### src/iop_pkg.sv
// Purpose: Shared constants and types for the I/O port block
// Assumes: Register index times four gives the APB byte address
// Notes:   Offsets below are register indices, not byte addresses
package iop_pkg;
   // ==========================================================
   // Timing
   localparam int unsigned CLK_MHZ     = 125;
   localparam int unsigned POR_TIME_NS = 1000;
   localparam int unsigned POR_CYC     = (POR_TIME_NS * CLK_MHZ + 999) / 1000;

   // ==========================================================
   // Register indices
   localparam logic [11:0] IDX_P0     = 12'h000;
   localparam logic [11:0] IDX_P1     = 12'h001;
   localparam logic [11:0] IDX_P2     = 12'h002;
   localparam logic [11:0] IDX_P3     = 12'h003;
   localparam logic [11:0] IDX_P2DIR  = 12'h0F6;
   localparam logic [11:0] IDX_P3MODE = 12'h0F7;
   localparam logic [11:0] IDX_P01DIR = 12'h0F8;
   localparam logic [11:0] IDX_PCFG   = 12'hF00;
   localparam logic [11:0] IDX_P4     = 12'hF08;
   localparam logic [11:0] IDX_P4DIR  = 12'hF09;
   localparam logic [11:0] IDX_AUX    = 12'h100;
   localparam logic [11:0] IDX_STAT   = 12'h101;

   // ==========================================================
   // Reset values and read masks
   localparam logic [7:0] RST_DATA   = 8'h00;
   localparam logic [7:0] RST_DIR    = 8'hFF;
   localparam logic [7:0] RST_P3MODE = 8'h00;
   localparam logic [7:0] RST_PCFG   = 8'h0E;
   localparam logic [7:0] RST_AUX    = 8'h00;
   localparam logic [7:0] PCFG_RD1   = 8'hF7;
   localparam logic [7:0] PCFG_KEEP  = 8'h08;

   // ==========================================================
   // Field positions
   localparam int P01_HI    = 6;
   localparam int P01_P1    = 3;
   localparam int P01_LO    = 0;
   localparam int PCFG_P4PP = 3;
   localparam int PCFG_P0PP = 2;
   localparam int PCFG_P1PP = 1;
   localparam int PCFG_CMP  = 0;
   localparam int P3M_P2PP  = 0;
   localparam int P3M_ANA   = 1;
   localparam int P3M_IRA   = 2;
   localparam int AUX_TXEN  = 0;
   localparam int AUX_RXEN  = 1;
   localparam int AUX_T5    = 2;
   localparam int AUX_T6    = 3;
   localparam int AUX_IRQ2E = 4;
   localparam int AUX_IRQ0E = 6;

   // Edge select codes
   localparam logic [1:0] EDGE_FALL = 2'h0;
   localparam logic [1:0] EDGE_RISE = 2'h1;

   // ==========================================================
   // Types
   typedef enum logic [1:0] {
      IOP_RST_DRIVE = 2'b01,
      IOP_RST_RUN   = 2'b10
   } iop_rst_e;

   typedef struct packed {
      logic [7:0] out;
      logic [7:0] oe;
      logic [7:0] pu;
   } iop_pin_s;
endpackage : iop_pkg

### src/iop_ports.sv
// Purpose: Five GPIO ports, Port 3 input functions and the reset pin
// Assumes: Analog comparator and IR amplifier results arrive as levels
// Notes:   Function
// Function
// - Five 8-bit ports; Port 0 nibble, Port 1 byte, Ports 2/4 bit direction.
// - Port 3 has four inputs low and four outputs high.
// - Pull-ups of Ports 0,1,2,4 are off on pins set to output.
// - Reads return pin levels, except the Port 3 output bits, so read-modify-write uses pins.
// - Open-drain one floats the pin and reads whatever pulls it.
// - Power-on, watchdog, stop recovery, low voltage or pin reset initialise.
// - Power-on or watchdog drives reset pin low, pull-up off meanwhile.
// - Reset pin is not driven low from the clock after brown-out is first seen.
// - External reset pin does not end stop mode.
// - Port 0 drive mode from config bit 2; input after reset or recovery.
// - UART transmit takes Port 0 pin 7 when its enable bit is set; the pin drives it when upper nibble is output.
// - Port 1 shares one drive mode; pull-ups follow flash option.
// - Power-on makes Port 1 and Port 2 all inputs.
// - Port 2 OR, AND and edge logic; pin 0 to edge logic in demod.
// - Programming pin sampled as each power-on or watchdog reset drive ends; low selects open-drain mode.
// - Port 3 outputs 5-7 push/pull, may carry timer or comparator outputs.
// - Port 3 input 1 to IR amp or comparator; IR amp wins.
// - In analog mode Port 3 bit 0 reads as one.
// - In analog mode inputs 1 and 2 are not stop recovery sources.
// - Input 1 function drives interrupt 2 on chosen edge and timer edge.
// - Input 2 is UART receive, comparator two, or interrupt 0.
// - Config bit 0 routes comparator or IR outputs to Port 3 pins 4 and 7.
//
// Our own choice: the APB slave port.
`timescale 1ns/100ps
module iop_ports #(
   parameter int unsigned POR_CYCLES = iop_pkg::POR_CYC
) (
   // Clock, reset, enable
   input  wire logic              pclk,
   input  wire logic              presetn,
   input  wire logic              clk_en,
   // APB slave
   input  wire logic              psel,
   input  wire logic              penable,
   input  wire logic              pwrite,
   input  wire logic [13:0]       paddr,
   input  wire logic [31:0]       pwdata,
   output logic      [31:0]       prdata,
   output logic                   pready,
   output logic                   pslverr,
   // Port pins
   input  wire logic [7:0]        p0_in,
   input  wire logic [7:0]        p1_in,
   input  wire logic [7:0]        p2_in,
   input  wire logic [3:0]        p3_in,
   input  wire logic [7:0]        p4_in,
   input  wire logic              prog_pin_in,
   output iop_pkg::iop_pin_s      p0_pin,
   output iop_pkg::iop_pin_s      p1_pin,
   output iop_pkg::iop_pin_s      p2_pin,
   output iop_pkg::iop_pin_s      p3_pin,
   output iop_pkg::iop_pin_s      p4_pin,
   // Reset pin
   input  wire logic              rst_pin_in,
   output logic                   rst_pin_out,
   output logic                   rst_pin_oe,
   output logic                   rst_pin_pu,
   // System and peripheral inputs
   input  wire logic              wdt_timeout,
   input  wire logic              low_voltage,
   input  wire logic              stop_recovery,
   input  wire logic              stop_mode,
   input  wire logic              brownout,
   input  wire logic              demod_mode,
   input  wire logic [4:0]        pullup_opt,
   input  wire logic              uart_txd,
   input  wire logic [1:0]        tmr_out,
   // Analog results
   input  wire logic              cmp1_out,
   input  wire logic              cmp2_out,
   input  wire logic              ir_amp_out,
   // Status and events
   output logic                   device_reset,
   output logic                   icp_mode,
   output logic                   interrupt_request_2_req,
   output logic                   interrupt_request_0_req,
   output logic                   uart_rxd,
   output logic                   tmr_edge_p31,
   output logic                   tmr_edge_p20,
   output logic                   stop_wake,
   output logic                   p2_or,
   output logic                   p2_and
);
   localparam int SW = 41;
   localparam int CW = $clog2(POR_CYCLES + 1);

   // ==========================================================
   // Input synchronisers
   logic [SW-1:0] async_in;
   logic [SW-1:0] s1_reg;
   logic [SW-1:0] s2_reg;
   logic [SW-1:0] s3_reg;
   logic [SW-1:0] flt_reg;
   logic [SW-1:0] agree;

   assign async_in = {prog_pin_in, ir_amp_out, cmp2_out, cmp1_out,
                      rst_pin_in, p3_in, p4_in, p2_in, p1_in, p0_in};
   assign agree    = s2_reg ~^ s3_reg;

   always_ff @(posedge pclk or negedge presetn)
   begin
      if (!presetn)
      begin
         s1_reg  <= '1;
         s2_reg  <= '1;
         s3_reg  <= '1;
         flt_reg <= '1;
      end
      else if (clk_en)
      begin
         s1_reg  <= async_in;
         s2_reg  <= s1_reg;
         s3_reg  <= s2_reg;
         flt_reg <= (agree & s2_reg) | (~agree & flt_reg);
      end
   end

   logic [7:0] p0_lvl, p1_lvl, p2_lvl, p4_lvl;
   logic [3:0] p3_lvl;
   logic       rst_lvl, cmp1_lvl, cmp2_lvl, ir_lvl, prog_lvl;
   assign p0_lvl   = flt_reg[7:0];
   assign p1_lvl   = flt_reg[15:8];
   assign p2_lvl   = flt_reg[23:16];
   assign p4_lvl   = flt_reg[31:24];
   assign p3_lvl   = flt_reg[35:32];
   assign rst_lvl  = flt_reg[36];
   assign cmp1_lvl = flt_reg[37];
   assign cmp2_lvl = flt_reg[38];
   assign ir_lvl   = flt_reg[39];
   assign prog_lvl = flt_reg[40];

   // ==========================================================
   // Reset sequencing
   iop_pkg::iop_rst_e rst_state;
   logic [CW-1:0]     por_cnt;
   logic              rst_hi_seen;
   logic              ext_rst;
   logic              soft_rst_reg;
   logic              smr_rst_reg;
   logic              driving;

   assign driving = (rst_state == iop_pkg::IOP_RST_DRIVE);
   assign ext_rst = (rst_state == iop_pkg::IOP_RST_RUN) & rst_hi_seen
                    & ~rst_lvl & ~stop_mode;

   always_ff @(posedge pclk or negedge presetn)
   begin
      if (!presetn)
      begin
         rst_state <= iop_pkg::IOP_RST_DRIVE;
         por_cnt   <= '0;
         icp_mode  <= 1'b0;
      end
      else if (clk_en)
      begin
         case (rst_state)
            iop_pkg::IOP_RST_DRIVE:
            begin
               if (por_cnt == CW'(POR_CYCLES - 1))
               begin
                  rst_state <= iop_pkg::IOP_RST_RUN;
                  por_cnt   <= '0;
                  icp_mode  <= ~prog_lvl;
               end
               else
               begin
                  por_cnt <= por_cnt + CW'(1);
               end
            end
            iop_pkg::IOP_RST_RUN:
            begin
               if (wdt_timeout)
               begin
                  rst_state <= iop_pkg::IOP_RST_DRIVE;
               end
            end
            default:
            begin
               rst_state <= iop_pkg::IOP_RST_DRIVE;
               por_cnt   <= '0;
            end
         endcase
      end
   end

   // Ignore the pin until it has been seen high after our own drive
   always_ff @(posedge pclk or negedge presetn)
   begin
      if (!presetn)
      begin
         rst_hi_seen <= 1'b0;
      end
      else if (clk_en)
      begin
         if (driving)
         begin
            rst_hi_seen <= 1'b0;
         end
         else if (rst_lvl)
         begin
            rst_hi_seen <= 1'b1;
         end
      end
   end

   always_ff @(posedge pclk or negedge presetn)
   begin
      if (!presetn)
      begin
         soft_rst_reg <= 1'b1;
         smr_rst_reg  <= 1'b0;
         device_reset <= 1'b1;
         rst_pin_out  <= 1'b0;
         rst_pin_oe   <= 1'b0;
         rst_pin_pu   <= 1'b1;
      end
      else if (clk_en)
      begin
         soft_rst_reg <= driving | low_voltage | ext_rst;
         smr_rst_reg  <= stop_recovery;
         device_reset <= driving | low_voltage | ext_rst | stop_recovery;
         rst_pin_out  <= 1'b0;
         rst_pin_oe   <= driving & ~brownout;
         rst_pin_pu   <= ~(driving & ~brownout);
      end
   end

   // ==========================================================
   // Configuration registers
   logic [7:0] p0_q, p1_q, p2_q, p3_q, p4_q;
   logic [7:0] p2_dir, p3_mode, p01_dir, pcfg, p4_dir, aux;
   logic       wr_fire;
   logic [11:0] idx;
   logic [7:0]  wd;

   assign idx     = paddr[13:2];
   assign wd      = pwdata[7:0];
   assign wr_fire = psel & penable & pwrite & pready & (paddr[1:0] == 2'h0);

   always_ff @(posedge pclk or negedge presetn)
   begin
      if (!presetn)
      begin
         p0_q <= iop_pkg::RST_DATA;
         p1_q <= iop_pkg::RST_DATA;
         p2_q <= iop_pkg::RST_DATA;
         p3_q <= iop_pkg::RST_DATA;
         p4_q <= iop_pkg::RST_DATA;
      end
      else if (clk_en && wr_fire)
      begin
         case (idx)
            iop_pkg::IDX_P0: p0_q <= wd;
            iop_pkg::IDX_P1: p1_q <= wd;
            iop_pkg::IDX_P2: p2_q <= wd;
            iop_pkg::IDX_P3: p3_q <= wd;
            iop_pkg::IDX_P4: p4_q <= wd;
            default: p0_q <= p0_q;
         endcase
      end
   end

   // Directions to input on reset or recovery
   always_ff @(posedge pclk or negedge presetn)
   begin
      if (!presetn)
      begin
         p2_dir  <= iop_pkg::RST_DIR;
         p4_dir  <= iop_pkg::RST_DIR;
         p01_dir <= iop_pkg::RST_DIR;
         p3_mode <= iop_pkg::RST_P3MODE;
         aux     <= iop_pkg::RST_AUX;
      end
      else if (clk_en)
      begin
         if (soft_rst_reg || smr_rst_reg)
         begin
            p2_dir  <= iop_pkg::RST_DIR;
            p4_dir  <= iop_pkg::RST_DIR;
            p01_dir <= iop_pkg::RST_DIR;
            p3_mode <= iop_pkg::RST_P3MODE;
            aux     <= iop_pkg::RST_AUX;
         end
         else if (wr_fire)
         begin
            case (idx)
               iop_pkg::IDX_P2DIR:  p2_dir  <= wd;
               iop_pkg::IDX_P4DIR:  p4_dir  <= wd;
               iop_pkg::IDX_P01DIR: p01_dir <= wd;
               iop_pkg::IDX_P3MODE: p3_mode <= wd;
               iop_pkg::IDX_AUX:    aux     <= wd;
               default: aux <= aux;
            endcase
         end
      end
   end

   // Output config survives stop recovery
   always_ff @(posedge pclk or negedge presetn)
   begin
      if (!presetn)
      begin
         pcfg <= iop_pkg::RST_PCFG;
      end
      else if (clk_en)
      begin
         if (soft_rst_reg)
         begin
            pcfg <= iop_pkg::RST_PCFG;
         end
         else if (wr_fire && idx == iop_pkg::IDX_PCFG)
         begin
            pcfg <= wd;
         end
      end
   end

   // ==========================================================
   // Port 3 input functions
   logic analog, iramp, p31_fn, p32_fn;
   logic p31_prev, p32_prev;
   logic [3:0] p3_prev;
   logic [7:0] p2_prev;
   logic [3:0] smr_mask;

   assign analog = p3_mode[iop_pkg::P3M_ANA];
   assign iramp  = p3_mode[iop_pkg::P3M_IRA];
   assign p31_fn = iramp ? ir_lvl : (analog ? cmp1_lvl : p3_lvl[1]);
   assign p32_fn = analog ? cmp2_lvl : p3_lvl[2];
   assign smr_mask = {1'b1, ~analog, ~(analog | iramp), 1'b1};

   function automatic logic edge_hit(input logic prev, cur, input logic [1:0] sel);
      case (sel)
         iop_pkg::EDGE_FALL: edge_hit = prev & ~cur;
         iop_pkg::EDGE_RISE: edge_hit = ~prev & cur;
         default:            edge_hit = prev ^ cur;
      endcase
   endfunction : edge_hit

   always_ff @(posedge pclk or negedge presetn)
   begin
      if (!presetn)
      begin
         p31_prev     <= 1'b1;
         p32_prev     <= 1'b1;
         p3_prev      <= 4'hF;
         p2_prev      <= 8'hFF;
         interrupt_request_2_req     <= 1'b0;
         interrupt_request_0_req     <= 1'b0;
         uart_rxd     <= 1'b1;
         tmr_edge_p31 <= 1'b1;
         tmr_edge_p20 <= 1'b0;
         stop_wake    <= 1'b0;
         p2_or        <= 1'b1;
         p2_and       <= 1'b1;
      end
      else if (clk_en)
      begin
         p31_prev <= p31_fn;
         p32_prev <= p32_fn;
         p3_prev  <= p3_lvl;
         p2_prev  <= p2_lvl;
         interrupt_request_2_req <= edge_hit(p31_prev, p31_fn, aux[iop_pkg::AUX_IRQ2E +: 2]);
         tmr_edge_p31 <= p31_fn;
         uart_rxd <= aux[iop_pkg::AUX_RXEN] ? p3_lvl[2] : 1'b1;
         interrupt_request_0_req <= ~aux[iop_pkg::AUX_RXEN]
                     & edge_hit(p32_prev, p32_fn, aux[iop_pkg::AUX_IRQ0E +: 2]);
         p2_or        <= |p2_lvl;
         p2_and       <= &p2_lvl;
         tmr_edge_p20 <= demod_mode & p2_lvl[0];
         stop_wake    <= stop_mode & ((|(p2_lvl ^ p2_prev))
                         | (|((p3_lvl ^ p3_prev) & smr_mask)));
      end
   end

   // ==========================================================
   // Pin drivers
   // Drive mode and pull-ups
   function automatic iop_pkg::iop_pin_s drive(input logic [7:0] val, dout, opt,
                                               input logic pp);
      drive.out = pp ? val : 8'h00;
      drive.oe  = dout & (pp ? 8'hFF : ~val);
      drive.pu  = opt & ~dout;
   endfunction : drive

   logic [7:0] p0_dout, p1_dout, p0_val;
   logic [7:0] p3_val;
   logic       p4_fn;

   assign p0_dout = {{4{~p01_dir[iop_pkg::P01_HI]}}, {4{~p01_dir[iop_pkg::P01_LO]}}};
   assign p1_dout = {8{~p01_dir[iop_pkg::P01_P1]}};
   assign p0_val  = {aux[iop_pkg::AUX_TXEN] ? uart_txd : p0_q[7], p0_q[6:0]};
   assign p4_fn   = pcfg[iop_pkg::PCFG_CMP] ? (iramp ? ir_lvl : cmp1_lvl) : p3_q[4];
   assign p3_val  = {pcfg[iop_pkg::PCFG_CMP] ? cmp2_lvl : p3_q[7],
                     aux[iop_pkg::AUX_T6] ? tmr_out[1] : p3_q[6],
                     aux[iop_pkg::AUX_T5] ? tmr_out[0] : p3_q[5],
                     p4_fn, 4'h0};

   always_ff @(posedge pclk or negedge presetn)
   begin
      if (!presetn)
      begin
         p0_pin <= '0;
         p1_pin <= '0;
         p2_pin <= '0;
         p3_pin <= '0;
         p4_pin <= '0;
      end
      else if (clk_en)
      begin
         p0_pin <= drive(p0_val, p0_dout,
                         {{4{pullup_opt[1]}}, {4{pullup_opt[0]}}},
                         pcfg[iop_pkg::PCFG_P0PP]);
         p1_pin <= drive(p1_q, p1_dout, {8{pullup_opt[2]}},
                         pcfg[iop_pkg::PCFG_P1PP]);
         p2_pin <= drive(p2_q, ~p2_dir, {8{pullup_opt[3]}},
                         p3_mode[iop_pkg::P3M_P2PP]);
         p4_pin <= drive(p4_q, ~p4_dir, {8{pullup_opt[4]}},
                         pcfg[iop_pkg::PCFG_P4PP]);
         // Port 3 outputs and programming pin
         p3_pin.out <= p3_val;
         p3_pin.oe  <= {3'h7, driving ? 1'b0 : (icp_mode ? ~p4_fn : 1'b1), 4'h0};
         p3_pin.pu  <= {3'h0, driving, 4'h0};
      end
   end

   // ==========================================================
   // APB read path
   logic [7:0] rd_val;
   logic       rd_hit;

   always_comb
   begin
      rd_hit = (paddr[1:0] == 2'h0);
      case (idx)
         iop_pkg::IDX_P0:     rd_val = p0_lvl;
         iop_pkg::IDX_P1:     rd_val = p1_lvl;
         iop_pkg::IDX_P2:     rd_val = p2_lvl;
         iop_pkg::IDX_P3:     rd_val = {p3_q[7:5], icp_mode ? prog_lvl : p3_q[4],
                                        p3_lvl[3:1], analog | p3_lvl[0]};
         iop_pkg::IDX_P4:     rd_val = p4_lvl;
         iop_pkg::IDX_P2DIR:  rd_val = p2_dir;
         iop_pkg::IDX_P3MODE: rd_val = p3_mode;
         iop_pkg::IDX_P01DIR: rd_val = p01_dir;
         iop_pkg::IDX_PCFG:   rd_val = iop_pkg::PCFG_RD1 | (pcfg & iop_pkg::PCFG_KEEP);
         iop_pkg::IDX_P4DIR:  rd_val = p4_dir;
         iop_pkg::IDX_AUX:    rd_val = aux;
         iop_pkg::IDX_STAT:   rd_val = {4'h0, p2_and, p2_or, stop_wake, icp_mode};
         default:
         begin
            rd_val = 8'h00;
            rd_hit = 1'b0;
         end
      endcase
   end

   always_ff @(posedge pclk or negedge presetn)
   begin
      if (!presetn)
      begin
         pready  <= 1'b0;
         prdata  <= 32'h0000_0000;
         pslverr <= 1'b0;
      end
      else if (clk_en)
      begin
         pready  <= psel & penable & ~pready;
         prdata  <= {24'h00_0000, rd_hit ? rd_val : 8'h00};
         pslverr <= psel & penable & ~pready & ~rd_hit;
      end
   end
endmodule : iop_ports

### config.mk
export PLATFORM = sky130hd
export DESIGN_NAME = iop_ports
export DESIGN_NICKNAME = d
export VERILOG_FILES = /design/src/iop_pkg.sv /design/src/iop_ports.sv
export SDC_FILE = /design/constraint.sdc
export NUM_CORES = 1
export LEC_CHECK = 0
export BUFFER_PORTS_ARGS = -buffer_cell sky130_fd_sc_hd__buf_4
export CAP_MARGIN = 30
export CORE_ASPECT_RATIO = 0.8
export CORE_MARGIN = 2
export CORE_UTILIZATION = 51
export CTS_CLUSTER_SIZE = 28
export DETAILED_ROUTE_END_ITERATION = 8
export MAX_ROUTING_LAYER = met4
export PLACE_DENSITY = 0.78
export SETUP_SLACK_MARGIN = 0.02
export SLEW_MARGIN = 20
export SYNTH_ARGS = -nofsm -noshare
export SYNTH_HDL_FRONTEND = slang
export SYNTH_SLANG_ARGS = --single-unit
### constraint.sdc
create_clock -name pclk -period 2.05 [get_ports pclk]
set_clock_uncertainty 0.2 [all_clocks]
set_input_delay 0.5125 -clock pclk [delete_from_list [all_inputs] [get_ports pclk]]
set_output_delay 0.5125 -clock pclk [all_outputs]
set_load 0.02 [all_outputs]
== Word-level counts from Yosys, hierarchy flattened ==
Index checks and enable logic that the tools add are counted.

* Output and inout port bits: 167
* Input bits: 107
* Flip-flop bits (word level): 398
* Logic and storage cells: 228

* Reductions and logical operators: 35
* Eq/ne operators: 18
* Mux-type cells: 51
* Add/sub/neg operators: 1
* Bitwise logic cells: 70

{| class="wikitable"
|+ Operators with widths
! kind !! number
|-
| $mux W8 || 24
|-
| $pmux W8 S12 || 1
|-
| $and A41 B41 Y41 || 2
|-
| $not A8 Y8 || 10
|-
| $and A8 B8 Y8 || 8
|-
| $not A41 Y41 || 1
|-
| $or A41 B41 Y41 || 1
|-
| $xnor A41 B41 Y41 || 1
|-
| $eq A12 B12 Y1 const B || 3
|-
| $eq A12 B8 Y1 const B || 3
|-
| $eq A12 B2 Y1 const B || 2
|-
| $eq A12 B9 Y1 const B || 2
|-
| $reduce_and A3 Y1 || 7
|-
| $not A1 Y1 || 19
|-
| $and A1 B1 Y1 || 17
|-
| $mux W1 || 17
|-
| $reduce_and A2 Y1 || 8
|-
| $reduce_bool A2 Y1 || 8
|-
| $reduce_or A8 Y1 || 2
|-
| $pmux W7 S2 || 1
|-
| $eq A12 B1 Y1 const B || 1
|-
| $logic_not A12 Y1 || 1
|-
| $reduce_or A12 Y1 || 1
|-
| $mux W4 || 2
|-
| other kinds (20) || 33
|}

== Longest topological paths before layout ==
* Word-level depth: 7
* Depth in mapped cells: 9
* Depth with buffers taken out: 8

== Least setup slack after synthesis ==
No wires, ideal clock.

* Kind: input -> register
* Start point: in paddr[11]
* End point: reg p2_q[0]
* Stages: 6
* Library setup time: 125 ps
* Arrival time: 1,947 ps
* Path buffers: 1
* Path slack: -222 ps
* Required time: 1,725 ps
* Path through: nor4_2 -> nand2_1 -> or2_1 -> buf_6 -> nor3_4 -> mux2_4

* Word-level cells in the longest chain between the ends: 2

{| class="wikitable"
|+ RTL lines
! element !! RTL line !! source
|-
| start: declaration || iop_ports.sv:41 || <nowiki>input wire logic [13:0] paddr,</nowiki>
|-
| $eq A12 B2 Y1 || iop_ports.sv:257 || <nowiki>case (idx)</nowiki>
|-
| $reduce_and A2 Y1 (no source line) || - ||
|-
| end signal: assignment || iop_ports.sv:251 || <nowiki>p2_q <= iop_pkg::RST_DATA;</nowiki>
|-
| end signal: assignment || iop_ports.sv:260 || <nowiki>iop_pkg::IDX_P2: p2_q <= wd;</nowiki>
|-
| end: declaration || iop_ports.sv:235 || <nowiki>logic [7:0] p0_q, p1_q, p2_q, p3_q, p4_q;</nowiki>
|}

Every way passes these cells.
A chain may end at the register's enable or synchronous reset.

== Final worst setup path ==
* Start point: reg p3_mode[1]
* End point: reg interrupt_request_2_req

* Word-level cells in the longest chain between the ends: 5
* Elaborated cells between the ends (all ways): 7
* Those cells by class: mux: 3; bitwise: 4

{| class="wikitable"
|+ RTL lines
! element !! RTL line !! source
|-
| start: declaration || iop_ports.sv:236 || <nowiki>logic [7:0] p2_dir, p3_mode, p01_dir, pcfg, p4_dir, aux;</nowiki>
|-
| start signal: assignment || iop_ports.sv:276 || <nowiki>p3_mode <= iop_pkg::RST_P3MODE;</nowiki>
|-
| start signal: assignment || iop_ports.sv:286 || <nowiki>p3_mode <= iop_pkg::RST_P3MODE;</nowiki>
|-
| start signal: assignment || iop_ports.sv:295 || <nowiki>iop_pkg::IDX_P3MODE: p3_mode <= wd;</nowiki>
|-
| $mux W1 (*) (2 in series) || iop_ports.sv:333 || <nowiki>assign p31_fn = iramp ? ir_lvl : (analog ? cmp1_lvl : p3_lvl[1]);</nowiki>
|-
| net p31_fn || iop_ports.sv:325 || <nowiki>logic analog, iramp, p31_fn, p32_fn;</nowiki>
|-
| $not A1 Y1 || iop_ports.sv:339 || <nowiki>iop_pkg::EDGE_FALL: edge_hit = prev & ~cur;</nowiki>
|-
| $and A1 B1 Y1 || iop_ports.sv:339 ||
|-
| $pmux W1 S2 (*) || iop_ports.sv:338 || <nowiki>case (sel)</nowiki>
|-
| end signal: assignment || iop_ports.sv:368 || <nowiki>interrupt_request_2_req <= edge_hit(p31_prev, p31_fn, aux[iop_pkg::AUX_IRQ2E +: 2]);</nowiki>
|-
| end: declaration || iop_ports.sv:80 || <nowiki>output logic interrupt_request_2_req,</nowiki>
|}

Mark *: on every way through the listed nets, which the timed path passes. The rest lies on a longest branch.

==> results.txt <==
Pre-Repair DR Iteration Count: 5
Final Setup Violations: 0
pin count of the biggest net entering global routing: 74
DP Area: 19700 sq um
CP max FO: 3
Avg WL per Cell: 20.6 microns
antenna diode count: 0
register area share after synthesis: 58.3%
Final #Nets: 1852
number of global-route vias before repair: 12600
RSZ-0062 raised after global routing: true
Pwr Density: 944 nW/um^2
Clock Tree Root: clkbuf_16
post-synthesis cell type count: 66
via count: 12500
Avg Inst Size Synth: 11.7 sq um
final hold viol count: 0
final instance area: 21300 sq um
Worst EP required: 2.27 ns
Mapped Area: 16800 sq um
Critical Path AT: 2.24 ns
layout cells sized above 1: 44.8%
# H-tree levels: 2
Min Clock Period, post-route: 2.03 ns
Slew @ Worst Pin: 0.613 ns
CORE AREA: 32500 sq um
top-count cell post-synth: dfstp_2
# IOs: 274
Layout area overhead: 26.7%
outcome: complete, no violations
CP Launch Type: flip-flop
Max Cap Viol: 0
largest cells by area after synthesis: dfstp_2 33%, dfrtp_1 25%, mux2_2 7.2%
Detail Route Antenna Nets: 0
number of synthesized flops with an enable pin: 0
Yosys top cell by area: dfstp_2
critical path class: flip-flop to flip-flop
clk sink count: 381
Commonest cells post-synth: 212 x dfstp_2, 169 x dfrtp_1, 163 x o21ai_0
Pwr Total: 20.1 mW
row cnt: 59
# DRC: 0
asr flop ratio synth: 100%
Rel. slew slack: 58.9%
Peak VDD IR: 0.617 mV
Leakage: 9.77 nW
Post-DP HPWL: 32600 microns
Critical Path Slowest Stage Cell: dfrtp_2
Seq cells post-synth: 381
Reg clk slew, reported paths: 0.07 ns
Die X: 207 microns
cts bufs inserted: 38
Starting DRT DRC Count: 966
crit path cell chain: mux2i_4 > o21ai_2 > buf_4 > ha_4 > a211oi_2 > a21oi_1 > mux2_4
Mapped Cells: 1433
latest clock arrival within the worst-skew pair: 0.54 ns
Final Util: 65.5%
post-synth top area share: 33.2%
I/O Buffers: 209
Syn. warnings: 0
die area: 34400 sq um
setup TNS: 0 ns
crit path capture type: flip-flop
routed wire length: 45200 microns
Top FF cell, synth: dfstp_2
initial antenna violation count: 0
remaining global-route overflow: 0
Pins Over Slew Limit: 0
via/cell ratio: 5.70
Max Clock Freq: 494 MHz
Max Root-Sink Buffers: 3
DIE HEIGHT: 166 microns
Slowest Stage Delay on Critical Path: 0.45 ns
Total Routing Usage GR: 27.3%
Final Cycle Share: 98.8%
Initial Util: 51.7%
TritonCTS clock tree: done
global placer's final weighted congestion: 0.980
first-pass GRT wire length: 71000 microns
worst hold path type: primary input to flip-flop
[metal layers]
| metal | global-route usage, % | part of all wire, % |
|---|---|---|
| met4 | 6.44 | 2.0 |
| met1 | 37.8 | 44 |
| met5 | - | 0 |
| met2 | 42.8 | 48 |
| met3 | 3.79 | 5.4 |
[cells by family (layout without fill, tap and decap cells)]
| group | after synthesis | count (layout) | synth area share, % |
|---|---|---|---|
| xor gates and xnor gates | 12 | 12 | 0.626 |
| other | 1 | 40 | 0.0223 |
| buffers and inverters | 219 | 513 | 6.32 |
| AOI/OAI and AO/OA | 433 | 433 | 16.9 |
| adders and majority gates | 6 | 6 | 0.447 |
| and+or+nand+nor | 221 | 221 | 6.58 |
| muxes | 160 | 160 | 10.7 |
| DFF | 381 | 381 | 58.3 |
[layout make-up]
| cell class | count | area, sq um |
|---|---|---|
| fillers | 2451 | 11200 |
| flip-flops and latches | 381 | 9800 |
| multi-input cells | 872 | 6380 |
| repair buffers | 365 | 2980 |
| clock buffers | 57 | 1160 |
| well taps | 427 | 534 |
| inverters | 81 | 307 |
| clock inverters | 10 | 128 |
[final timing paths]
kind,slack (ns),startpoint,to,cells after the start
setup / recovery,0.02,p3_mode[1],interrupt_request_2_req,7
hold / removal,0.01,p2_in[1],s1_reg[17],2
setup reg to reg,0.02,p3_mode[1],interrupt_request_2_req,7
hold reg to reg,0.28,s3_reg[29],s3_reg[29],2
max in group asynchronous,0.65,presetn,pcfg[3],3
min in group asynchronous,0.35,presetn,icp_mode,2
[power by group]
group	leakage, nW	total, mW	internal [mW]	switching (mW)
clock network	0.634	7.15	4.27	2.88
logic	4.62	3.03	1.39	1.64
registers	4.51	9.91	9.02	0.887
[placed cells by master, fill, tap and decap left out, drive strengths merged, types with 30 or more instances in the layout]
cell,instances
dfstp,212
a21o,34
buf,346
o21ai,163
o22a,30
inv,77
dfrtp,169
nand2,87
mux2,139
a211oi,38
a21oi,58
clkbuf,57
nand3,39
nor2,35
a22o,48
conb,40
[stage by stage]
step | hold WS [ns] | cells | setup WS, ns
after floorplan | 0.0169 | 1472 | -0.202
after global placement | 0.264 | 2106 | -0.443
after detailed placement | 0.271 | 2106 | -0.453
after CTS | 0.000694 | 2189 | 0.0128
after global routing | 0.00143 | 2193 | -0.0566
final | 0.0110 | 2193 | 0.0242
[repair_timing]
action                                  4_1_cts  5_1_grt
buffers inserted                              0        1
pin swaps                                     4        3
gates cloned                                  0        0
hold buffers                                 16        3
endpoints found under the setup margin       10       38
gates resized for setup                      15       15
endpoints found under the hold margin        26        3
[worst max-delay path, delay by kind of cell (launching register included)]
kind                       cells  cell delay [ns]
muxes                          2             0.59
DFF                            1             0.45
AOI/OAI and AO/OA              3             0.37
buffers and inverters          1             0.15
adders and majority gates      1             0.15
(Power assumes the default switching activity.)
